===== src/drce_regs.vh =====
// Register offsets, field positions, reset values and timing for the read engine.
`ifndef DRCE_REGS_VH
`define DRCE_REGS_VH
`define DRCE_OFF_DATA        8'h00
`define DRCE_OFF_FEATURE     8'h04
`define DRCE_OFF_SECCNT      8'h08
`define DRCE_OFF_SECNUM      8'h0C
`define DRCE_OFF_CYLLO       8'h10
`define DRCE_OFF_CYLHI       8'h14
`define DRCE_OFF_DEVHEAD     8'h18
`define DRCE_OFF_COMMAND     8'h1C
`define DRCE_OFF_ERROR       8'h20
`define DRCE_OFF_STATUS      8'h24
`define DRCE_OFF_CONTROL     8'h28
`define DRCE_OFF_MEDIA       8'h2C
`define DRCE_OFF_TIMEUNIT    8'h30
`define DRCE_CMD_READ        8'h20
`define DRCE_CMD_READ_EXT    8'h24
`define DRCE_CMD_STREAM_DMA  8'h2A
`define DRCE_ST_BSY          7
`define DRCE_ST_RDY          6
`define DRCE_ST_SE           5
`define DRCE_ST_DRQ          3
`define DRCE_ST_ERR          0
`define DRCE_ER_CRC          7
`define DRCE_ER_UNC          6
`define DRCE_ER_IDN          4
`define DRCE_ER_ABT          2
`define DRCE_ER_TIME_LIMIT_EXPIRED_FLAG         0
`define DRCE_FT_RC           6
`define DRCE_DH_LBA          6
`define DRCE_CTL_HOB         7
`define DRCE_WORDS_PER_SEC   9'd256
`define DRCE_CYC_PER_US      7'd125
`define DRCE_STATUS_RESET    8'h40
`define DRCE_TIMEUNIT_RESET  16'h0001
`endif


===== src/drce_engine.v =====
// Disk read command engine with an AXI4-Lite register slave.
//
// Design decisions made here: the register offsets and register access over AXI4-Lite.
`timescale 1ns/1ps
`include "drce_regs.vh"
module drce_engine (
  // Clock and reset
  input  wire        core_clk,
  input  wire        rstn,
  // AXI4-Lite write
  input  wire [7:0]  s_axi_awaddr,
  input  wire        s_axi_awvalid,
  output reg         s_axi_awready,
  input  wire [31:0] s_axi_wdata,
  input  wire [3:0]  s_axi_wstrb,
  input  wire        s_axi_wvalid,
  output reg         s_axi_wready,
  output reg  [1:0]  s_axi_bresp,
  output reg         s_axi_bvalid,
  input  wire        s_axi_bready,
  // AXI4-Lite read
  input  wire [7:0]  s_axi_araddr,
  input  wire        s_axi_arvalid,
  output reg         s_axi_arready,
  output reg  [31:0] s_axi_rdata,
  output reg  [1:0]  s_axi_rresp,
  output reg         s_axi_rvalid,
  input  wire        s_axi_rready,
  // Media word source
  input  wire [15:0] media_word,
  input  wire        media_valid,
  input  wire [3:0]  media_fault,
  output reg         media_ready,
  // Busy level
  output reg         busy
);
  localparam ST_IDLE = 2'd0;
  localparam ST_XFER = 2'd1;

  reg  [1:0]  state;
  reg  [7:0]  feat_cur;
  reg  [7:0]  feat_prev;
  reg  [7:0]  cnt_cur;
  reg  [7:0]  cnt_prev;
  reg  [7:0]  num_cur;
  reg  [7:0]  num_prev;
  reg  [7:0]  cl_cur;
  reg  [7:0]  cl_prev;
  reg  [7:0]  ch_cur;
  reg  [7:0]  ch_prev;
  reg  [7:0]  devhead;
  reg  [7:0]  status;
  reg  [7:0]  error;
  reg         high_order_select;
  reg  [15:0] time_unit;
  reg  [15:0] rd_word;
  reg         word_full;
  reg  [1:0]  mode;
  reg         rc_mode;
  reg  [47:0] lba;
  reg  [16:0] remain;
  reg  [8:0]  word_cnt;
  reg  [47:0] bad_lba;
  reg  [16:0] bad_run;
  reg         bad_seen;
  reg         sec_bad;
  reg  [6:0]  us_div;
  reg  [23:0] us_left;
  reg         limit_on;
  reg  [7:0]  aw_addr;
  reg         aw_held;
  reg  [31:0] w_data;
  reg  [3:0]  w_strb;
  reg         w_held;

  wire        do_write = aw_held && w_held && !s_axi_bvalid;
  wire        wr_b0    = w_strb[0];
  wire [7:0]  wb       = w_data[7:0];
  wire [7:0]  cmd      = wb;
  wire        is_read  = ({1'b0, cmd[7:1]} == (`DRCE_CMD_READ >> 1));
  wire        take_wd  = media_valid && media_ready;
  wire        sec_end  = take_wd && (word_cnt == `DRCE_WORDS_PER_SEC - 9'd1);
  wire        word_bad = take_wd && (media_fault != 4'h0);
  wire        sec_fail = sec_bad || word_bad;
  wire        expired  = limit_on && (us_left == 24'd0);
  wire        data_pop = s_axi_arvalid && s_axi_arready && !s_axi_rvalid
                         && (s_axi_araddr == `DRCE_OFF_DATA);
  wire [16:0] last_rem = remain - 17'd1;

  // Write channel: address and data are taken independently, in any order.
  always @(posedge core_clk)
  begin
    if (!rstn)
    begin
      s_axi_awready <= 1'b0;
      s_axi_wready  <= 1'b0;
      s_axi_bvalid  <= 1'b0;
      s_axi_bresp   <= 2'b00;
      aw_held       <= 1'b0;
      w_held        <= 1'b0;
      aw_addr       <= 8'h00;
      w_data        <= 32'h0;
      w_strb        <= 4'h0;
    end
    else
    begin
      s_axi_awready <= !aw_held && !s_axi_awready;
      s_axi_wready  <= !w_held && !s_axi_wready;
      if (s_axi_awvalid && s_axi_awready)
      begin
        aw_held <= 1'b1;
        aw_addr <= s_axi_awaddr;
        s_axi_awready <= 1'b0;
      end
      if (s_axi_wvalid && s_axi_wready)
      begin
        w_held <= 1'b1;
        w_data <= s_axi_wdata;
        w_strb <= s_axi_wstrb;
        s_axi_wready <= 1'b0;
      end
      if (do_write)
      begin
        aw_held      <= 1'b0;
        w_held       <= 1'b0;
        s_axi_bvalid <= 1'b1;
        s_axi_bresp  <= (aw_addr > `DRCE_OFF_TIMEUNIT) ? 2'b10 : 2'b00;
      end
      else if (s_axi_bvalid && s_axi_bready)
        s_axi_bvalid <= 1'b0;
    end
  end

  // Read channel; data reads consume the held media word.
  always @(posedge core_clk)
  begin
    if (!rstn)
    begin
      s_axi_arready <= 1'b0;
      s_axi_rvalid  <= 1'b0;
      s_axi_rdata   <= 32'h0;
      s_axi_rresp   <= 2'b00;
    end
    else
    begin
      s_axi_arready <= !s_axi_rvalid && !s_axi_arready;
      if (s_axi_arvalid && s_axi_arready)
      begin
        s_axi_arready <= 1'b0;
        s_axi_rvalid  <= 1'b1;
        s_axi_rresp   <= 2'b00;
        if (s_axi_araddr == `DRCE_OFF_DATA)
          s_axi_rdata <= {16'h0, rd_word};
        else if (s_axi_araddr == `DRCE_OFF_SECCNT)
          s_axi_rdata <= {24'h0, high_order_select ? cnt_prev : cnt_cur};
        else if (s_axi_araddr == `DRCE_OFF_SECNUM)
          s_axi_rdata <= {24'h0, high_order_select ? num_prev : num_cur};
        else if (s_axi_araddr == `DRCE_OFF_CYLLO)
          s_axi_rdata <= {24'h0, high_order_select ? cl_prev : cl_cur};
        else if (s_axi_araddr == `DRCE_OFF_CYLHI)
          s_axi_rdata <= {24'h0, high_order_select ? ch_prev : ch_cur};
        else if (s_axi_araddr == `DRCE_OFF_DEVHEAD)
          s_axi_rdata <= {24'h0, devhead};
        else if (s_axi_araddr == `DRCE_OFF_ERROR)
          s_axi_rdata <= {24'h0, error};
        else if (s_axi_araddr == `DRCE_OFF_STATUS)
          s_axi_rdata <= {24'h0, status[7:4], word_full, status[2:0]};
        else if (s_axi_araddr == `DRCE_OFF_CONTROL)
          s_axi_rdata <= {24'h0, high_order_select, 7'h0};
        else if (s_axi_araddr == `DRCE_OFF_TIMEUNIT)
          s_axi_rdata <= {16'h0, time_unit};
        else if (s_axi_araddr == `DRCE_OFF_FEATURE ||
                 s_axi_araddr == `DRCE_OFF_COMMAND ||
                 s_axi_araddr == `DRCE_OFF_MEDIA)
          s_axi_rdata <= 32'h0;
        else
        begin
          s_axi_rdata <= 32'h0;
          s_axi_rresp <= 2'b10;
        end
      end
      else if (s_axi_rvalid && s_axi_rready)
        s_axi_rvalid <= 1'b0;
    end
  end

  // Command engine. Parameter writes while busy are dropped.
  always @(posedge core_clk)
  begin
    if (!rstn)
    begin
      state <= ST_IDLE;
      {feat_cur, feat_prev, cnt_cur, cnt_prev} <= 32'h0;
      {num_cur, num_prev, cl_cur, cl_prev, ch_cur, ch_prev} <= 48'h0;
      devhead   <= 8'h00;
      status    <= `DRCE_STATUS_RESET;
      error     <= 8'h00;
      high_order_select       <= 1'b0;
      time_unit <= `DRCE_TIMEUNIT_RESET;
      rd_word   <= 16'h0;
      word_full <= 1'b0;
      mode      <= 2'd0;
      rc_mode   <= 1'b0;
      lba       <= 48'h0;
      remain    <= 17'h0;
      word_cnt  <= 9'h0;
      bad_lba   <= 48'h0;
      bad_run   <= 17'h0;
      bad_seen  <= 1'b0;
      sec_bad   <= 1'b0;
      us_div    <= 7'h0;
      us_left   <= 24'h0;
      limit_on  <= 1'b0;
      media_ready <= 1'b0;
      busy      <= 1'b0;
    end
    else
    begin
      if (do_write && wr_b0 && aw_addr == `DRCE_OFF_CONTROL)
        high_order_select <= wb[`DRCE_CTL_HOB];
      if (do_write && wr_b0 && aw_addr == `DRCE_OFF_TIMEUNIT)
        time_unit <= w_data[15:0];
      if (do_write && wr_b0 && state == ST_IDLE)
      begin
        // A byte write to a paired register pushes the old value into the previous slot; devhead has none.
        if (aw_addr == `DRCE_OFF_FEATURE)
          {feat_prev, feat_cur} <= {feat_cur, wb};
        if (aw_addr == `DRCE_OFF_SECCNT)
          {cnt_prev, cnt_cur} <= {cnt_cur, wb};
        if (aw_addr == `DRCE_OFF_SECNUM)
          {num_prev, num_cur} <= {num_cur, wb};
        if (aw_addr == `DRCE_OFF_CYLLO)
          {cl_prev, cl_cur} <= {cl_cur, wb};
        if (aw_addr == `DRCE_OFF_CYLHI)
          {ch_prev, ch_cur} <= {ch_cur, wb};
        if (aw_addr == `DRCE_OFF_DEVHEAD)
          devhead <= wb;
        if (aw_addr == `DRCE_OFF_COMMAND &&
            (is_read || cmd == `DRCE_CMD_READ_EXT ||
             cmd == `DRCE_CMD_STREAM_DMA))
        begin
          state    <= ST_XFER;
          busy     <= 1'b1;
          status   <= 8'h80;
          error    <= 8'h00;
          word_cnt <= 9'h0;
          word_full <= 1'b0;
          bad_seen <= 1'b0;
          bad_run  <= 17'h0;
          sec_bad  <= 1'b0;
          media_ready <= 1'b1;
          mode     <= is_read ? 2'd0 :
                      (cmd == `DRCE_CMD_READ_EXT) ? 2'd1 : 2'd2;
          rc_mode  <= (cmd == `DRCE_CMD_STREAM_DMA) &&
                      feat_cur[`DRCE_FT_RC];
          if (is_read)
          begin
            lba    <= {20'h0, devhead[3:0], ch_cur, cl_cur, num_cur};
            remain <= {8'h0, (cnt_cur == 8'h0), cnt_cur};
          end
          else
          begin
            lba    <= {ch_prev, cl_prev, num_prev,
                       ch_cur, cl_cur, num_cur};
            remain <= {({cnt_prev, cnt_cur} == 16'h0),
                       cnt_prev, cnt_cur};
          end
          limit_on <= (cmd == `DRCE_CMD_STREAM_DMA) &&
                      (feat_prev != 8'h0);
          us_left  <= {16'h0, feat_prev} * {8'h0, time_unit};
          us_div   <= 7'h0;
        end
        else if (aw_addr == `DRCE_OFF_COMMAND)
        begin
          status <= 8'h41;
          error  <= 8'h04;
        end
      end
      // The last word stays readable after busy drops.
      if (data_pop)
        word_full <= 1'b0;
      if (state == ST_XFER)
      begin
        if (limit_on && !expired)
        begin
          us_div <= (us_div == `DRCE_CYC_PER_US - 7'd1) ? 7'h0 :
                    us_div + 7'd1;
          if (us_div == `DRCE_CYC_PER_US - 7'd1)
            us_left <= us_left - 24'd1;
        end
        if (take_wd)
        begin
          rd_word   <= media_word;
          word_full <= rc_mode || (media_fault == 4'h0);
          media_ready <= 1'b0;
          word_cnt  <= sec_end ? 9'h0 : word_cnt + 9'd1;
          if (media_fault[0]) error[`DRCE_ER_UNC] <= 1'b1;
          if (media_fault[1]) error[`DRCE_ER_CRC] <= 1'b1;
          if (media_fault[2]) error[`DRCE_ER_IDN] <= 1'b1;
          if (media_fault[3]) error[`DRCE_ER_ABT] <= 1'b1;
          if (media_fault != 4'h0)
            sec_bad <= 1'b1;
        end
        else if (!word_full || data_pop)
          media_ready <= 1'b1;
        if (expired && rc_mode)
        begin
          state  <= ST_IDLE;
          busy   <= 1'b0;
          media_ready <= 1'b0;
          status <= 8'h60;
          error[`DRCE_ER_TIME_LIMIT_EXPIRED_FLAG] <= 1'b1;
        end
        else if (expired)
        begin
          state  <= ST_IDLE;
          busy   <= 1'b0;
          media_ready <= 1'b0;
          status <= 8'h41;
          error[`DRCE_ER_TIME_LIMIT_EXPIRED_FLAG] <= 1'b1;
        end
        else if (word_bad && !rc_mode)
        begin
          // stop at the failing sector; its word is not handed over.
          state  <= ST_IDLE;
          busy   <= 1'b0;
          media_ready <= 1'b0;
          status <= 8'h41;
          {ch_prev, cl_prev, num_prev, ch_cur, cl_cur, num_cur} <= lba;
          {cnt_prev, cnt_cur} <= remain[15:0];
        end
        else if (sec_end)
        begin
          sec_bad <= 1'b0;
          if (sec_fail && rc_mode)
          begin
            if (!bad_seen)
              bad_lba <= lba;
            bad_seen <= 1'b1;
            bad_run  <= bad_run + 17'd1;
          end
          if (last_rem == 17'h0)
          begin
            state  <= ST_IDLE;
            busy   <= 1'b0;
            media_ready <= 1'b0;
            status <= (rc_mode && (bad_seen || sec_fail)) ? 8'h60 : 8'h40;
            {cnt_prev, cnt_cur} <= 16'h0;
            if (rc_mode && (bad_seen || sec_fail))
            begin
              {ch_prev, cl_prev, num_prev, ch_cur, cl_cur, num_cur}
                <= bad_seen ? bad_lba : lba;
              {cnt_prev, cnt_cur} <= bad_run[15:0] + {15'h0, sec_fail};
            end
            else if (mode == 2'd0)
            begin
              // last transferred sector, LBA28 wraps in the bytes.
              {devhead[3:0], ch_cur, cl_cur, num_cur} <= lba[27:0];
            end
            else
              {ch_prev, cl_prev, num_prev, ch_cur, cl_cur, num_cur} <= lba;
          end
          else
          begin
            remain <= last_rem;
            lba    <= lba + 48'd1;
          end
        end
      end
    end
  end
endmodule


===== config.mk =====
export PLATFORM = sky130hd
export DESIGN_NAME = drce_engine
export DESIGN_NICKNAME = d
export VERILOG_FILES = /design/src/drce_engine.v
export VERILOG_INCLUDE_DIRS = /design/src
export SDC_FILE = /design/constraint.sdc
export NUM_CORES = 1
export LEC_CHECK = 0
export BUFFER_PORTS_ARGS = -buffer_cell sky130_fd_sc_hd__buf_2
export CAP_MARGIN = 10
export CELL_PAD_IN_SITES_DETAIL_PLACEMENT = 0
export CELL_PAD_IN_SITES_GLOBAL_PLACEMENT = 1
export CORE_ASPECT_RATIO = 1.2
export CORE_UTILIZATION = 39
export DETAILED_ROUTE_END_ITERATION = 6
export GPL_ROUTABILITY_DRIVEN = 0
export PLACE_DENSITY = 0.77
export SYNTH_ARGS = -nofsm -noshare
export SYNTH_HDL_FRONTEND = slang
export SYNTH_SLANG_ARGS = --single-unit

===== constraint.sdc =====
create_clock -name core_clk -period 8.6 [get_ports core_clk]
set_clock_uncertainty 0.2 [all_clocks]
set_input_delay 0.43 -clock core_clk [delete_from_list [all_inputs] [get_ports core_clk]]
set_output_delay 0.43 -clock core_clk [all_outputs]
set_load 0.05 [all_outputs]

==> results_dict.tcl <==
set metrics [dict create \
    ys_ff_latch 363 \
    fin_util 0.447 \
    grt_use_total 0.265 \
    routed_wl_um 80300 \
    critPathMaxStageDelay_ns 0.72 \
    ioPinCount 123 \
    nets 3091 \
    status "finished clean" \
    post_cts_buffers 0 \
    seq_area_frac_synth 0.320 \
    cp.required_ns 8.92 \
    rsz0062_at_grt "no" \
    via_per_inst 5.98 \
    crit_path_start_kind "register" \
    crit_buf_inv 2 \
    worst_path_max_delay_cell "dfxtp_1" \
    hold_depth 3 \
    area_growth_syn_to_layout_pct 12.8 \
    critical_path_class "register to register" \
    cp_max_fo 18 \
    setup_violations 0 \
    core_um2 57300 \
    overflow 0 \
    cts_buffer_depth 3 \
    grt_pass1_vias 20819 \
    clkTransAtPathRegs_ns 0.07 \
    fin_setup_tns_ns 0 \
    ys_types 85 \
    clk_latency_ns 0.61 \
    root_buffer "clkbuf_16" \
    crit_path_cell_trace "and2_1 > fa_1 > fa_1 > fa_1 > inv_1 > fa_1 > inv_1 > ha_1 > a2111oi_0 > o21ai_0 > a41oi_1 > o21ai_0 > nand2_1 > a31oi_1 > xnor2_1 > a211oi_1" \
    ys_warn_count 0 \
    die_x_um 222 \
    num_vias 21782 \
    drv_cap 0 \
    power.density_nw_per_um2 152 \
    path_delay_family "adder cells" \
    async_flop_share 0 \
    leakagePower_nw 10.0 \
    cp-end-kind "register" \
    hpwl_um 54300 \
    dr.pass1.iters 6 \
    min_period_ns 5.76 \
    numCtsBuffers 43 \
    tightest_slew_ns 1.24 \
    hold_viol_final 0 \
    die_area_um2 59100 \
    drv_slew 0 \
    wl_per_cell_um 22.1 \
    r2r_cells 16 \
    postSynthCellCount 2852 \
    final_antenna_net_count 0 \
    finalPower_mw 3.89 \
    cts_tree "done" \
    rows 96 \
    drtIter0Drc 1785 \
    ir_worst_vdd_uv 131 \
    avgSynthCellArea_um2 7.95 \
    die_h_um 266 \
    initial_core_util 0.396 \
    cpMostUsedCell "fa_1" \
    grt_pass1_wl_um 123000 \
    grt_max_degree 139 \
    slew_headroom 0.172 \
    synthFlopType "dfxtp_1" \
    port_buffers 85 \
    hp-class "primary input to register" \
    synth_edf_count 0 \
    fin_crit_sh 0.670 \
    antenna_found_initial 2 \
    clock-sinks 363 \
    route.detailed.drc 0 \
    crit_arrival_ns 6.08 \
    fmax_ghz 0.173 \
    drive_above_1_share 0.0963 \
    cp_num_cells 16 \
    synth_area_um2 22700 \
    htreeDepth 2 \
]
[state kept, by name (all words and copies together), names as in the netlist, 9 cells and up]
| register | cells |
|---|---|
| word_cnt | 9 |
| rd_word | 16 |
| remain | 17 |
| w_data | 16 |
| time_unit | 16 |
| us_left | 24 |
| bad_run | 16 |
| lba | 48 |
| bad_lba | 48 |
| s_axi_rdata | 16 |
[synth_stat cells (24+ instances only)]
cell type,number,share of area
a21oi_1,276,0.061
a31oi_1,35,0.0097
nand3_1,82,0.018
dfxtp_1,363,0.32
a22oi_1,24,0.0079
mux2i_1,84,0.037
a221oi_1,31,0.012
inv_1,135,0.022
a211oi_1,55,0.018
buf_4,25,0.0083
nor3_1,70,0.015
o21ai_0,137,0.030
clkbuf_1,164,0.027
ha_1,54,0.030
nor4_1,28,0.0077
and3_1,36,0.0099
and2_1,125,0.034
mux2_2,24,0.012
fa_1,84,0.074
nand2_1,405,0.067
nor2_1,210,0.035
[worst min-delay path, delay by kind of cell]
family          cells  cell delay, ns
compound gates      1            0.18
buf+inv             1            0.12
simple gates        1            0.07
[worst paths after layout]
path                         from  slack [ns]              to
hold reg to reg            w_held        0.24    s_axi_wready
setup reg to reg     feat_prev[6]        2.84     us_left[20]
setup / recovery     feat_prev[6]        2.84     us_left[20]
hold / removal    s_axi_araddr[7]        0.04  s_axi_rresp[1]
[metal layers]
layer | up-vias | GRT usage | routed length [um] | share of wire
li1 | 10124 | - | - | -
met1 | 10638 | 0.328 | 32500 | 0.40
met2 | 816 | 0.447 | 38600 | 0.48
met3 | 202 | 0.0332 | 5170 | 0.064
met4 | 2 | 0.143 | 4050 | 0.050
met5 | - | 0 | 13 | 0.00016
[metrics by stage]
| stage | setup slack (ns) | std cells | hold slack [ns] | area, um2 |
|---|---|---|---|---|
| 2_1_floorplan | 3.57 | 2869 | 0.214 | 22700 |
| 3_3_place_gp | 2.95 | 3506 | 0.231 | 23500 |
| 3_5_place_dp | 2.89 | 3506 | 0.239 | 23500 |
| 4_1_cts | 2.84 | 3642 | 0.0209 | 25600 |
| 5_1_grt | 2.45 | 3643 | 0.0954 | 25600 |
| 6_report | 2.84 | 3643 | 0.0427 | 25600 |
[power by group]
group / switching [mW] / internal (mW) / leakage [nW]
combinational: 0.136 / 0.0539 / 6.31
sequential: 0.0123 / 1.69 / 2.93
clock: 0.804 / 1.18 / 0.758
[cell families (layout without fill, tap and decap cells)]
family	after synthesis	after routing	share of synthesized area
adder cells (fa/ha/maj)	138	138	0.104
buffers and inverters	354	392	0.0643
XOR/XNOR	41	41	0.0158
flip-flops	363	363	0.320
multiplexers	108	108	0.0490
AND/OR/NAND/NOR	1109	1109	0.239
other	1	19	0.000165
AO/OA/AOI/OAI	738	738	0.207
[area by class of cell]
class	instances	area, um2
Fill cell	5653	31700
Multi-Input combinational cell	2152	14100
Sequential cell	363	7270
Timing Repair Buffer	178	1280
Clock buffer	61	1260
Tap cell	735	920
Inverter	135	514
Clock inverter	18	260
Antenna cell	1	2.50
[cells in the final DEF (no fill, tap or decap), types with 54 or more instances in the layout]
cell           netlist  routed
buf_2               22      84
o21ai_0            137     137
fa_1                84      84
nand2_1            405     404
nor2_1             210     207
inv_1              135     134
dfxtp_1            363     362
and2_1             125     125
a21oi_1            276     275
nor3_1              70      69
dlygate4sd3_1        0      57
ha_1                54      54
mux2i_1             84      84
nand3_1             82      82
a211oi_1            55      55
[what timing repair did]
item	CTS	global route
resized for setup	0	0
hold buffers	57	0
hold endpoints to repair	48	0
Note: power is estimated with default switching activity, not from simulation.
